File: config.mk
export PLATFORM = sky130hd
export DESIGN_NAME = port0_strap_defaults
export DESIGN_NICKNAME = d
export VERILOG_FILES = /design/src/design/port0_strap_pkg.sv /design/src/design/port0_strap_defaults.sv
export VERILOG_INCLUDE_DIRS = /design/src /design/src/design
export SDC_FILE = /design/constraint.sdc
export NUM_CORES = 1
export LEC_CHECK = 0
export BUFFER_PORTS_ARGS = -buffer_cell sky130_fd_sc_hd__buf_2
export CAP_MARGIN = 20
export CORE_ASPECT_RATIO = 1.5
export CORE_MARGIN = 5
export CORE_UTILIZATION = 41
export DETAILED_ROUTE_END_ITERATION = 10
export PLACE_DENSITY = 0.79
export SYNTH_ARGS = -nofsm -noshare
export SYNTH_HDL_FRONTEND = slang
export SYNTH_SLANG_ARGS = --single-unit
File: constraint.sdc
create_clock -name clk -period 1.55 [get_ports clk]
set_input_delay 0.3875 -clock clk [delete_from_list [all_inputs] [get_ports clk]]
set_output_delay 0.3875 -clock clk [all_outputs]
set_load 0.05 [all_outputs]
File: src/design/strap_params.svh
`ifndef PORT0_STRAP_PARAMS_SVH
`define PORT0_STRAP_PARAMS_SVH
// Behaviour
// (RULE1) The duplex select strap sets the default of the four partner duplex ability bits and resets to 1.
// (RULE2) Duplex select and duplex pin polarity share one strap bit, so one value sets both.
// (RULE3) Polarity 0 means a low duplex pin is full duplex, polarity 1 means a high pin is full duplex.
// (RULE4) The pin polarity only applies while port 0 is in MII MAC or RMII MAC mode.
// (RULE5) The duplex pin polarity strap resets to 1, so a high pin means full duplex.
// (RULE6) The backpressure strap, default 1, gives the default of the backpressure enable bit.
// (RULE7) The full-duplex flow control strap, default 1, gives the default of both transmit and receive flow control enables.
// (RULE8) The same strap also gives the default of the partner asymmetric pause and pause bits.
// (RULE9) The manual flow control strap, default 0, gives the default of the advertised asymmetric and symmetric pause bits.
// (RULE10) Soft-strap values can be replaced by values from the EEPROM loader.
// (RULE11) Strap values are copied into the target bits after reset before they are read as valid.

`define ADDR_W 8
`define DATA_W 32

`define OFS_STRAP 8'h00
`define OFS_MANUAL_FC 8'h04
`define OFS_VPHY_ADV 8'h08
`define OFS_VPHY_PARTNER 8'h0c
`define OFS_STATUS 8'h10

// Strap reset value {manual, fullduplex fc, backpressure, duplex}.
`define STRAP_RST 4'h7

`define MFC_RX_BIT 0
`define MFC_TX_BIT 1
`define MFC_BP_BIT 2

`define ADV_PAUSE_LSB 10
`define LP_ABIL_LSB 5
`define LP_PAUSE_LSB 10

`define STS_FULLDUP_BIT 0
`define STS_MAC_BIT 1
`define STS_READY_BIT 2

`define MODE_MII_MAC 2'h1
`define MODE_RMII_MAC 2'h2
`endif

File: src/design/port0_strap_pkg.sv
package port0_strap_pkg;

    typedef struct packed {
        logic port0_manual_flowctl_strap;
        logic port0_fullduplex_flowctl_strap;
        logic port0_backpressure_strap;
        logic duplexStrap;
    } strap_t;

    typedef struct packed {
        logic [7:0] addr;
        logic [31:0] wdata;
        logic wr;
        logic rd;
    } reg_req_t;

    typedef struct packed {
        logic valid;
        strap_t straps;
    } ee_load_t;

    typedef enum logic [1:0] {
        S_INIT = 2'b00,
        S_APPLY = 2'b01,
        S_RUN = 2'b10
    } load_state_t;

endpackage

File: src/design/port0_strap_defaults.sv
// Chosen here: the register addresses and strobed register access.
`timescale 1ns/1ps
`include "strap_params.svh"

module port0_strap_defaults
    import port0_strap_pkg::*;
(
    input wire logic clk,
    input wire logic rst,
    input wire reg_req_t regReq,
    output logic [31:0] rdata_q,
    input wire ee_load_t eeLoad,
    input wire logic [1:0] port0Mode,
    input wire logic port0_dup_indicator_pin,
    output logic fullDuplex_q,
    output logic port0_backpressure_enable_bit,
    output logic port0_tx_flowctl_enable_bit,
    output logic port0_rx_flowctl_enable_bit,
    output logic defaultsReady_q
);

    strap_t strap_q;
    load_state_t state_q;
    load_state_t state_d;
    logic [2:0] manualFc_q;
    logic [1:0] advPause_q;
    logic [5:0] partner_q;
    logic pinMeta_q;
    logic pinSync_q;
    logic isMac;
    logic pinMeansFull;
    logic [5:0] partnerDefault;
    logic [2:0] manualFcDefault;
    logic [1:0] advDefault;
    logic wrMfc;
    logic wrAdv;
    logic [31:0] readMux;
    logic [31:0] statusWord;

    // The shared strap bit feeds both the ability bits and the pin polarity.
    // Full duplex strap sets the FD bits and clears the HD bits.
    assign partnerDefault = {                                     // [RULE1]
        {2{strap_q.port0_fullduplex_flowctl_strap}},              // [RULE8]
        strap_q.duplexStrap, ~strap_q.duplexStrap,
        strap_q.duplexStrap, ~strap_q.duplexStrap};
    assign manualFcDefault = {                                    // [RULE6]
        strap_q.port0_backpressure_strap,
        {2{strap_q.port0_fullduplex_flowctl_strap}}};             // [RULE7]
    assign advDefault = {2{strap_q.port0_manual_flowctl_strap}};  // [RULE9]

    assign isMac = (port0Mode == `MODE_MII_MAC)                   // [RULE4]
        || (port0Mode == `MODE_RMII_MAC);
    assign pinMeansFull = (pinSync_q == strap_q.duplexStrap);     // [RULE2] [RULE3]

    assign wrMfc = regReq.wr && (regReq.addr == `OFS_MANUAL_FC);
    assign wrAdv = regReq.wr && (regReq.addr == `OFS_VPHY_ADV);

    assign statusWord = {29'h0000000, (state_q == S_RUN), isMac,
        fullDuplex_q};
    assign readMux =
        (regReq.addr == `OFS_STRAP) ? {28'h0000000, strap_q} :
        (regReq.addr == `OFS_MANUAL_FC) ? {29'h0000000, manualFc_q} :
        (regReq.addr == `OFS_VPHY_ADV) ?
            (32'(advPause_q) << `ADV_PAUSE_LSB) :
        (regReq.addr == `OFS_VPHY_PARTNER) ?
            ((32'(partner_q[5:4]) << `LP_PAUSE_LSB)
             | (32'(partner_q[3:0]) << `LP_ABIL_LSB)) :
        (regReq.addr == `OFS_STATUS) ? statusWord : 32'h00000000;

    assign port0_backpressure_enable_bit = manualFc_q[`MFC_BP_BIT];
    assign port0_tx_flowctl_enable_bit = manualFc_q[`MFC_TX_BIT];
    assign port0_rx_flowctl_enable_bit = manualFc_q[`MFC_RX_BIT];

    // An EEPROM load in any state re-runs the copy so targets never go stale.
    always_comb
    begin
        case (state_q)
            S_INIT: state_d = S_APPLY;
            S_APPLY: state_d = eeLoad.valid ? S_APPLY : S_RUN;
            S_RUN: state_d = eeLoad.valid ? S_APPLY : S_RUN;
            default: state_d = S_INIT;
        endcase
    end

    always_ff @(posedge clk)
    begin
        if (rst)
        begin
            state_q <= S_INIT;
            strap_q <= `STRAP_RST;                                // [RULE5]
        end
        else
        begin
            state_q <= state_d;
            if (eeLoad.valid)
                strap_q <= eeLoad.straps;                         // [RULE10]
        end
    end

    // Copy wins over a software write in the same cycle; software sees the
    // defaults only after the ready flag rises.
    always_ff @(posedge clk)
    begin
        if (rst)
        begin
            manualFc_q <= 3'h0;
            advPause_q <= 2'h0;
            partner_q <= 6'h00;
        end
        else if (state_q == S_APPLY)
        begin
            manualFc_q <= manualFcDefault;                        // [RULE11]
            advPause_q <= advDefault;
            partner_q <= partnerDefault;
        end
        else
        begin
            if (wrMfc)
                manualFc_q <= regReq.wdata[`MFC_BP_BIT:`MFC_RX_BIT];
            if (wrAdv)
                advPause_q <=
                    regReq.wdata[`ADV_PAUSE_LSB + 1:`ADV_PAUSE_LSB];
        end
    end

    always_ff @(posedge clk)
    begin
        if (rst)
        begin
            pinMeta_q <= 1'b0;
            pinSync_q <= 1'b0;
            fullDuplex_q <= 1'b0;
            defaultsReady_q <= 1'b0;
            rdata_q <= 32'h00000000;
        end
        else
        begin
            pinMeta_q <= port0_dup_indicator_pin;
            pinSync_q <= pinMeta_q;
            fullDuplex_q <= isMac && pinMeansFull;                // [RULE4]
            defaultsReady_q <= (state_d == S_RUN);                // [RULE11]
            rdata_q <= regReq.rd ? readMux : 32'h00000000;
        end
    end
endmodule

==> reports/qor.yml, run 1 <==
placement:
  dp_hpwl_mm: 2.24
  portBuffers: 39
  place_congestion: 0.734
  post-place-ws_ns: 0.102
  postPlaceCellArea_um2: 1500
timing:
  slew_viol_final: 0
  timing.setup.tns_ns: 0
  fmax_mhz: 743
  setup_violations: 0
  skew_ns: 0.00484
  finalCriticalPeriod_ns: 1.35
  timing.final.crit_share: 0.868
  final_hold_viol_count: 0
  fin_ws_ns: 0.204
  rsz0062_at_grt: "false"
global_route:
  grt_start_max_net_pins: 18
  grt_pass1_vias: 979
  antenna_found_initial: 0
  overflow: 0
  grt_pass1_wl_mm: 4.31
  globalRouteTotalUtil: 0.122
worst_setup_path:
  crit_fanout: 16
  cp-start-kind: "register"
  endpoint: "manualFc_q[2]$_SDFFE_PP0P_"
  slowest_stage: "dfxtp_1"
  rrSetupSlack_ns: 0.20
  r2r_end: "manualFc_q[2]$_SDFFE_PP0P_"
  cp.arrival_ns: 1.53
  path_cells: "inv_1, ha_1, buf_12, a31o_2, a211oi_1"
  cp-startpoint: "state_q[1]$_SDFF_PP0_"
  worst-setup-path-type: "register to register"
  r2r_start: "state_q[1]$_SDFF_PP0_"
  reg2reg_depth: 5
  cp.depth: 5
  path_delay_family: "compound AO/OA/AOI/OAI gates"
  crit_required_ns: 1.74
  end_kind: "register"
  slowest_delay_ns: 0.36
  path_buf_inv: 2
yosys:
  synth_top_area_share: 0.388
  synth_largest_area_cell: "dfxtp_1"
  ys_ff_latch: 26
  ys_types: 30
  synth_area_leaders: "dfxtp_1, buf_4, mux2i_1, a211o_1, ha_1"
  syn-cell-area_um2: 1340
  syn_inst: 136
  yosysSeqAreaShare: 0.388
  yosysWarningCount: 0
  syn_avg_cell_area_um2: 9.86
run_status:
  status: "completed"
layout:
  fillerInstances: 317
  fin_nets: 230
  area_growth_pct: 15.7
  drive_above_1_share: 0.306
  final_core_util: 0.491
  antenna-diode-count: 0
  final_cell_area_um2: 1550
cts:
  cts-resized-gates: 0
  clock_latency_ns: 0.27
  cts-root-buf: "clkbuf_8"
  cts_buffers: 3
  cts_tree: "built"
  ctsHoldBuffers: 0
  post-cts-setup-buffers: 0
  h-tree-depth: 1
  cts.clk_slew.worst_paths_ns: 0.09
  clockBufferDepth: 2
  cts.sinks: 26
power_and_ir_drop:
  ir_worst_vdd_mv: 0.713
  power.leakage_nw: 0.717
  power_density_nw_per_um2: 1040
floorplanning:
  initial_core_util: 0.425
  die_h_um: 80.1
  die_width_um: 56.7
  rows: 25
  die-area_um2: 4540
  core_area_um2: 3160
  ios: 89
detailed_routing:
  vias: 1016
  wire_per_inst_um: 13.1
  drt_wl_total_mm: 2.79
  viasPerCell: 4.77
  firstDrtPassIters: 4
  antenna_left: 0
  drc_errors: 0
  drt-initial-drc-count: 32
run:
  maxCapViolations: 0
hold_path:
  hp-class: "primary input to register"
-- flip-flops by register name (all words and copies together), names as in the netlist, 2 cells and up --
signal / flops
rdata_q: 8
manualFc_q: 3
partner_q: 3
advPause_q: 2
manualFcDefault: 2
state_q: 2
-- metrics by stage --
| step | hold slack [ns] | total power [mW] | instances |
|---|---|---|---|
| after floorplan | 0.414 | 1.12 | 157 |
| after global placement | 0.416 | 1.18 | 209 |
| after detailed placement | 0.429 | 1.19 | 209 |
| after CTS | 0.310 | 1.62 | 213 |
| after global routing | 0.315 | 1.69 | 213 |
| final | 0.311 | 1.61 | 213 |
-- cells in the mapped netlist (all sizes together) --
cell	instances
nand2	4
and4b	1
a311oi	5
nand3b	1
and3	2
buf	29
nor4b	3
a211o	6
ha	4
nand4b	1
nor3	6
a21boi	1
nor2b	8
a211oi	6
a31o	2
mux2i	8
nor3b	1
xor2	1
a21oi	6
clkbuf	2
dfxtp	26
nand2b	2
xnor2	1
nor2	4
conb	1
inv	5
-- report_power, final --
group	leakage, nW	switching [mW]	total (mW)	internal (mW)
combinational	0.475	0.293	0.430	0.137
sequential	0.213	0.0307	0.744	0.713
clock	0.0288	0.208	0.435	0.227
-- worst min-delay path by stage --
stage | from | endpoint | slack (ns) | depth (start not counted)
after floorplan | pinMeta_q$_SDFF_PP0_ | pinSync_q$_SDFF_PP0_ | 0.41 | 1
after global placement | pinMeta_q$_SDFF_PP0_ | pinSync_q$_SDFF_PP0_ | 0.42 | 1
after detailed placement | pinMeta_q$_SDFF_PP0_ | pinSync_q$_SDFF_PP0_ | 0.43 | 1
after CTS | eeLoad[1] | manualFcDefault[2]$_SDFFE_PP1P_ | 0.31 | 2
after global routing | eeLoad[1] | manualFcDefault[2]$_SDFFE_PP1P_ | 0.32 | 2
final | eeLoad[1] | manualFcDefault[2]$_SDFFE_PP1P_ | 0.31 | 2
-- cell families (layout without fill, tap and decap cells) --
kind of cell               after synthesis  count (layout)  share of synthesized area
other                                    1              22                    0.00280
and+or+nand+nor                         33              33                      0.181
DFF                                     26              26                      0.388
AOI/OAI and AO/OA                       26              26                      0.146
adders and majority gates                4               4                     0.0373
buffers and inverters                   36              52                      0.172
muxes                                    8               8                     0.0597
xor gates and xnor gates                 2               2                     0.0131
-- per-layer routing --
metal  routed length (um)  track usage  share of wire
met1                 1040        0.128           0.37
met3                  258       0.0305          0.093
met5                    0            0              0
met4                   48       0.0641          0.017
met2                 1450        0.220           0.52
-- area by class of cell --
class                   instances  area [um2]  area share
flip-flops and latches         26         520       0.335
repair buffers                 43         238       0.153
multi-input cells              95         669       0.431
well taps                      40        50.0      0.0323
inverters                       5        18.8      0.0121
clock buffers                   4        55.1      0.0355
-- cells in the final DEF (no fill, tap or decap) --
master and instances:
nor4b_2 1, nor3b_1 1, conb_1 22, a21oi_1 6, nand4b_1 1, clkbuf_8 4
nor4b_4 2, nor2_1 4, a311oi_1 5, nand2b_1 2, buf_2 39, nor2b_1 8
a31o_2 2, buf_4 3, a21boi_0 1, a211oi_1 6, nand3b_1 1, a211o_1 6
ha_1 4, and3_1 2, dfxtp_1 26, nand2_1 4, buf_12 1, and4b_1 1
nor3_4 1, xor2_1 1, inv_1 5, xnor2_1 1, nor3_1 5, mux2i_1 8
Power figures use the tool's default switching activity.
==> run 2, diff against run 1 <==
--- a/config.mk
+++ b/config.mk
@@ -6,13 +6,14 @@
 export SDC_FILE = /design/constraint.sdc
 export NUM_CORES = 1
 export LEC_CHECK = 0
+export ABC_AREA = 1
 export BUFFER_PORTS_ARGS = -buffer_cell sky130_fd_sc_hd__buf_2
 export CAP_MARGIN = 20
-export CORE_ASPECT_RATIO = 1.5
+export CORE_ASPECT_RATIO = 1.25
 export CORE_MARGIN = 5
-export CORE_UTILIZATION = 41
+export CORE_UTILIZATION = 40
 export DETAILED_ROUTE_END_ITERATION = 10
-export PLACE_DENSITY = 0.79
+export PLACE_DENSITY = 0.75
 export SYNTH_ARGS = -nofsm -noshare
 export SYNTH_HDL_FRONTEND = slang
 export SYNTH_SLANG_ARGS = --single-unit
==> run 2 against run 1 <==
Against the previous run:
- total power rose by 6.4%
- die area rose by 9.4%
- sequential share of layout area fell by 2.4 points
- register-to-register slack improved by 0.02 ns
- sequential power fell by 0.9%
- worst setup slack improved by 0.017 ns
- synthesized cell count rose by 38%
- final cell count rose by 25%
- largest power group unchanged
- clock skew fell by 0.0027 ns
- non-clock buffer count fell by 2
- wire length barely moved
- highest routed layer unchanged
- fmax rose by 1.3%
==> reports/qor.yml, run 2 <==
run_status:
  status: "completed"
timing:
  final_hold_viol_count: 0
  timing.final.crit_share: 0.857
  fmax_mhz: 753
  skew_ns: 0.00211
  rsz0062_at_grt: "false"
  setup_violations: 0
  slew_viol_final: 0
  timing.setup.tns_ns: 0
  finalCriticalPeriod_ns: 1.33
layout:
  drive_above_1_share: 0.313
  stdcell_count: 266
  largest_register: "rdata_q"
  fin_nets: 284
  largest_register_ffs: 8
  reg.largest.list: "rdata_q: 8 flops, manualFc_q: 3 flops, partner_q: 3 flops"
  final_cell_mix: "buf_2, nand2_1, dfxtp_1"
  area_growth_pct: 14.4
  layout_commonest_cell: "buf_2"
  final_core_util: 0.475
  antenna-diode-count: 0
global_route:
  grt_start_max_net_pins: 16
  grt_pass1_wl_mm: 4.39
  globalRouteTotalUtil: 0.107
  antenna_found_initial: 0
  overflow: 0
  grt_pass1_vias: 1078
power_and_ir_drop:
  power.leakage_nw: 0.935
  power_mw: 1.71
  power_density_nw_per_um2: 1020
  ir_worst_vdd_mv: 0.607
worst_setup_path:
  crit_required_ns: 1.76
  crit_fanout: 9
  end_kind: "register"
  cp-start-kind: "register"
  cp.arrival_ns: 1.54
  worst-setup-path-type: "register to register"
placement:
  dp.cells: 262
  place_congestion: 0.751
  dp_hpwl_mm: 2.26
  portBuffers: 39
run:
  maxCapViolations: 0
yosys:
  syn_inst: 187
  synth_area_leaders: "dfxtp_1, buf_4, nand2_1, inv_1, nor2_1"
  synth_top_area_share: 0.356
  ys_types: 30
  yosysWarningCount: 0
  yosysSeqAreaShare: 0.356
  ys_top_cells_by_count: "dfxtp_1, nand2_1, buf_4, inv_1, nor2_1"
  syn_avg_cell_area_um2: 7.81
  syn-cell-area_um2: 1460
  synthArstFlopShare: 0
  ys_ff_latch: 26
  synth_largest_area_cell: "dfxtp_1"
  synth_edf_count: 0
  ys.flop_type: "dfxtp_1"
detailed_routing:
  vias: 1169
  drc_errors: 0
  firstDrtPassIters: 4
  drt_wl_total_mm: 2.79
  antenna_left: 0
  drt-initial-drc-count: 22
  wire_per_inst_um: 10.5
  viasPerCell: 4.39
cts:
  cts_buffers: 3
  cts-root-buf: "clkbuf_8"
  clock_latency_ns: 0.27
  cts-resized-gates: 0
  cts.sinks: 26
  clockBufferDepth: 2
  post-cts-setup-buffers: 0
  ctsHoldBuffers: 0
  cts_tree: "built"
  cts.clk_slew.worst_paths_ns: 0.09
  h-tree-depth: 1
floorplanning:
  die_h_um: 77.6
  rows: 24
  core_area_um2: 3510
  die_width_um: 64.0
  die-area_um2: 4970
  initial_core_util: 0.416
  ios: 89
hold_path:
  hp-class: "primary input to register"
run 2: cell count changes after synthesis, sizes merged, moves of 5 or more:
cell    delta
nand2     +31
inv       +20
nor2      +20
nand3     +14
mux2i      -8
nor2b      -8
a211o      -6
a21oi      +6
a211oi     -5
a311oi     -5
o21ai      +5
run 2: layout make-up:
type                       count  area [um2]
clock buffer                   3        41.3
clock inverter                 1        30.0
inverter                      27         109
sequential                    26         520
multi-input combinational    129         711
tap                           39        48.8
fill                         343        1840
timing repair buffer          41         210
run 2: final timing paths:
kind | start | end | slack, ns | cells past startpoint
hold / removal | port0_dup_indicator_pin | pinMeta_q$_SDFF_PP0_ | 0.31 | 3
setup / recovery | state_q[1]$_SDFF_PP0_ | advPause_q[0]$_SDFFE_PP0P_ | 0.22 | 8
setup reg to reg | state_q[1]$_SDFF_PP0_ | advPause_q[0]$_SDFFE_PP0P_ | 0.22 | 8
hold reg to reg | pinMeta_q$_SDFF_PP0_ | pinSync_q$_SDFF_PP0_ | 0.41 | 2
run 2: critical path, stage by stage (launching register included):
cell and delay, ns:
dfxtp_1 0.37, inv_1 0.07, ha_1 0.23, inv_1 0.15
buf_4 0.18, nand2_2 0.08, nand2_1 0.06, nand2_1 0.04
nor2_1 0.08
run 2: power breakdown:
group	switching (mW)	internal (mW)	leakage, nW
clock	0.214	0.346	0.0357
sequential	0.0252	0.711	0.213
combinational	0.308	0.108	0.686
run 2: per-layer routing:
layer  wire length (um)  vias up  global-route usage
li1                   -      619                   -
met1               1070      506               0.113
met2               1470       40               0.202
met3                187        4              0.0130
met4                 53        0              0.0499
met5                  0        -                   0
run 2: cells by family after synthesis:
family	share of synthesized area
other cells	0.00257
simple gates	0.304
fa+ha+maj	0.0343
flops	0.356
compound gates	0.0857
buf+inv	0.211
xor+xnor	0.00600
run 2: per-stage QoR:
stage | area [um2] | hold slack [ns] | setup WS, ns
3_5_place_dp | 1600 | 0.398 | 0.240
4_1_cts | 1670 | 0.313 | 0.219
5_1_grt | 1670 | 0.314 | 0.0840
2_1_floorplan | 1540 | 0.388 | 0.268
3_3_place_gp | 1600 | 0.391 | 0.270
6_report | 1670 | 0.312 | 0.221
==> run 3, diff against run 2 <==
--- a/config.mk
+++ b/config.mk
@@ -9,11 +9,14 @@
 export ABC_AREA = 1
 export BUFFER_PORTS_ARGS = -buffer_cell sky130_fd_sc_hd__buf_2
 export CAP_MARGIN = 20
+export CELL_PAD_IN_SITES_DETAIL_PLACEMENT = 1
+export CELL_PAD_IN_SITES_GLOBAL_PLACEMENT = 1
 export CORE_ASPECT_RATIO = 1.25
 export CORE_MARGIN = 5
-export CORE_UTILIZATION = 40
+export CORE_UTILIZATION = 29
 export DETAILED_ROUTE_END_ITERATION = 10
-export PLACE_DENSITY = 0.75
+export PLACE_DENSITY_LB_ADDON = 0.1
+export SKIP_CTS_REPAIR_TIMING = 1
 export SYNTH_ARGS = -nofsm -noshare
 export SYNTH_HDL_FRONTEND = slang
 export SYNTH_SLANG_ARGS = --single-unit
==> run 3 against run 2 <==
Against the previous run:
- fmax barely moved
- clock skew increased by 0.0023 ns
- final cell count up 7.9%
- worst setup slack improved by 0.0013 ns
- first-iteration DRC count decreased by 14%
- non-clock buffer count is 1 lower
- utilization down 14 points
==> reports/qor.yml, run 3 (synthesis gave the netlist of run 2 again) <==
timing:
  fmax_mhz: 753
  final_hold_viol_count: 0
  slew_viol_final: 0
  finalCriticalPeriod_ns: 1.33
  timing.final.crit_share: 0.856
  fin_ws_ns: 0.223
  rsz0062_at_grt: "false"
  skew_ns: 0.00440
  setup_violations: 0
  timing.setup.tns_ns: 0
placement:
  post-place-ws_ns: 0.224
  dp.cells: 284
  dp_hpwl_mm: 2.79
  portBuffers: 39
  place_congestion: 0.720
floorplanning:
  die-area_um2: 6560
  initial_core_util: 0.294
  die_width_um: 73.5
  rows: 29
  ios: 89
  core_area_um2: 4970
  die_h_um: 89.3
layout:
  fin_nets: 283
  stdcell_count: 287
  layout_commonest_cell: "buf_2"
  drive_above_1_share: 0.307
  area_growth_pct: 14.7
  final_cell_mix: "buf_2, nand2_1, dfxtp_1"
  reg.largest.list: "rdata_q: 8 flops, manualFc_q: 3 flops, partner_q: 3 flops"
  largest_register: "rdata_q"
  seq_area_um2: 520
  fillerInstances: 643
  multi_input_area_um2: 711
  antenna-diode-count: 0
  largest_register_ffs: 8
global_route:
  grt_pass1_wl_mm: 5.60
  globalRouteTotalUtil: 0.109
  overflow: 0
  grt_pass1_vias: 1196
  grt_start_max_net_pins: 15
  antenna_found_initial: 0
cts:
  clockBufferDepth: 2
  cts_tree: "built"
  clock_latency_ns: 0.27
  cts_buffers: 3
  cts.sinks: 26
  cts.clk_slew.worst_paths_ns: 0.09
  cts-root-buf: "clkbuf_8"
  h-tree-depth: 1
detailed_routing:
  wire_per_inst_um: 11.5
  drc_errors: 0
  drt-initial-drc-count: 19
  antenna_left: 0
  vias: 1164
  drt_wl_total_mm: 3.30
  firstDrtPassIters: 4
  viasPerCell: 4.06
worst_setup_path:
  worst-setup-path-type: "register to register"
  reg2reg_depth: 7
  crit_fanout: 14
  end_kind: "register"
  cp.arrival_ns: 1.50
  crit_required_ns: 1.72
  cp-start-kind: "register"
power_and_ir_drop:
  ir_worst_vdd_mv: 0.405
  seqPwrFrac: 0.480
  p_switching_mw: 0.540
  power_density_nw_per_um2: 919
  switching_share: 0.351
  pwr-share-comb: 0.277
  power.leakage_nw: 0.922
  p_int_mw: 0.999
  p_clk_frac: 0.243
run_status:
  status: "completed"
hold_path:
  hold_depth: 3
  hp-class: "primary input to register"
run:
  maxCapViolations: 0
## run 3: cell types whose count changed in the layout (fill, tap and decap cells not counted), sizes merged
cell,delta
buf,-1
bufinv,-1
## run 3: path summary, 6_finish.rpt
kind | startpoint | to | slack (ns)
setup reg to reg | state_q[1]$_SDFF_PP0_ | manualFc_q[2]$_SDFFE_PP0P_ | 0.22
hold reg to reg | pinMeta_q$_SDFF_PP0_ | pinSync_q$_SDFF_PP0_ | 0.41
setup / recovery | state_q[1]$_SDFF_PP0_ | manualFc_q[2]$_SDFFE_PP0P_ | 0.22
hold / removal | port0_dup_indicator_pin | pinMeta_q$_SDFF_PP0_ | 0.33
## run 3: worst max-delay path: stages, from the launching register on
cell	delay (ns)
dfxtp_1	0.38
inv_1	0.08
ha_1	0.23
inv_1	0.15
buf_12	0.15
o21ai_0	0.07
a21oi_1	0.12
nor2_1	0.06
## run 3: cell type report
type	instances	area share
Multi-Input combinational cell	129	0.425
Tap cell	62	0.0463
Clock buffer	3	0.0247
Timing Repair Buffer	40	0.129
Inverter	27	0.0650
Sequential cell	26	0.311
## run 3: stage by stage
stage,cell area (um2),hold WS [ns],power [mW],util
final,1670,0.328,1.54,0.337
after detailed placement,1630,0.397,1.19,0.328
after floorplan,1540,0.388,1.12,-
after global placement,1630,0.392,1.18,0.328
after CTS,1670,0.319,1.57,0.337
after global routing,1670,0.333,1.64,0.337
## run 3: layer usage
metal	wire (um)	GRT usage
met5	0	0
met4	31	0.0395
met3	169	0.0191
met2	1680	0.192
met1	1420	0.132
## run 3: power by group through the flow
stage | registers (mW) | clock network [mW] | logic [mW]
floorplan | 0.793 | 0 | 0.329
global placement | 0.755 | 0 | 0.428
detailed placement | 0.756 | 0 | 0.431
CTS | 0.740 | 0.402 | 0.432
global route | 0.744 | 0.421 | 0.471
finish | 0.738 | 0.374 | 0.427
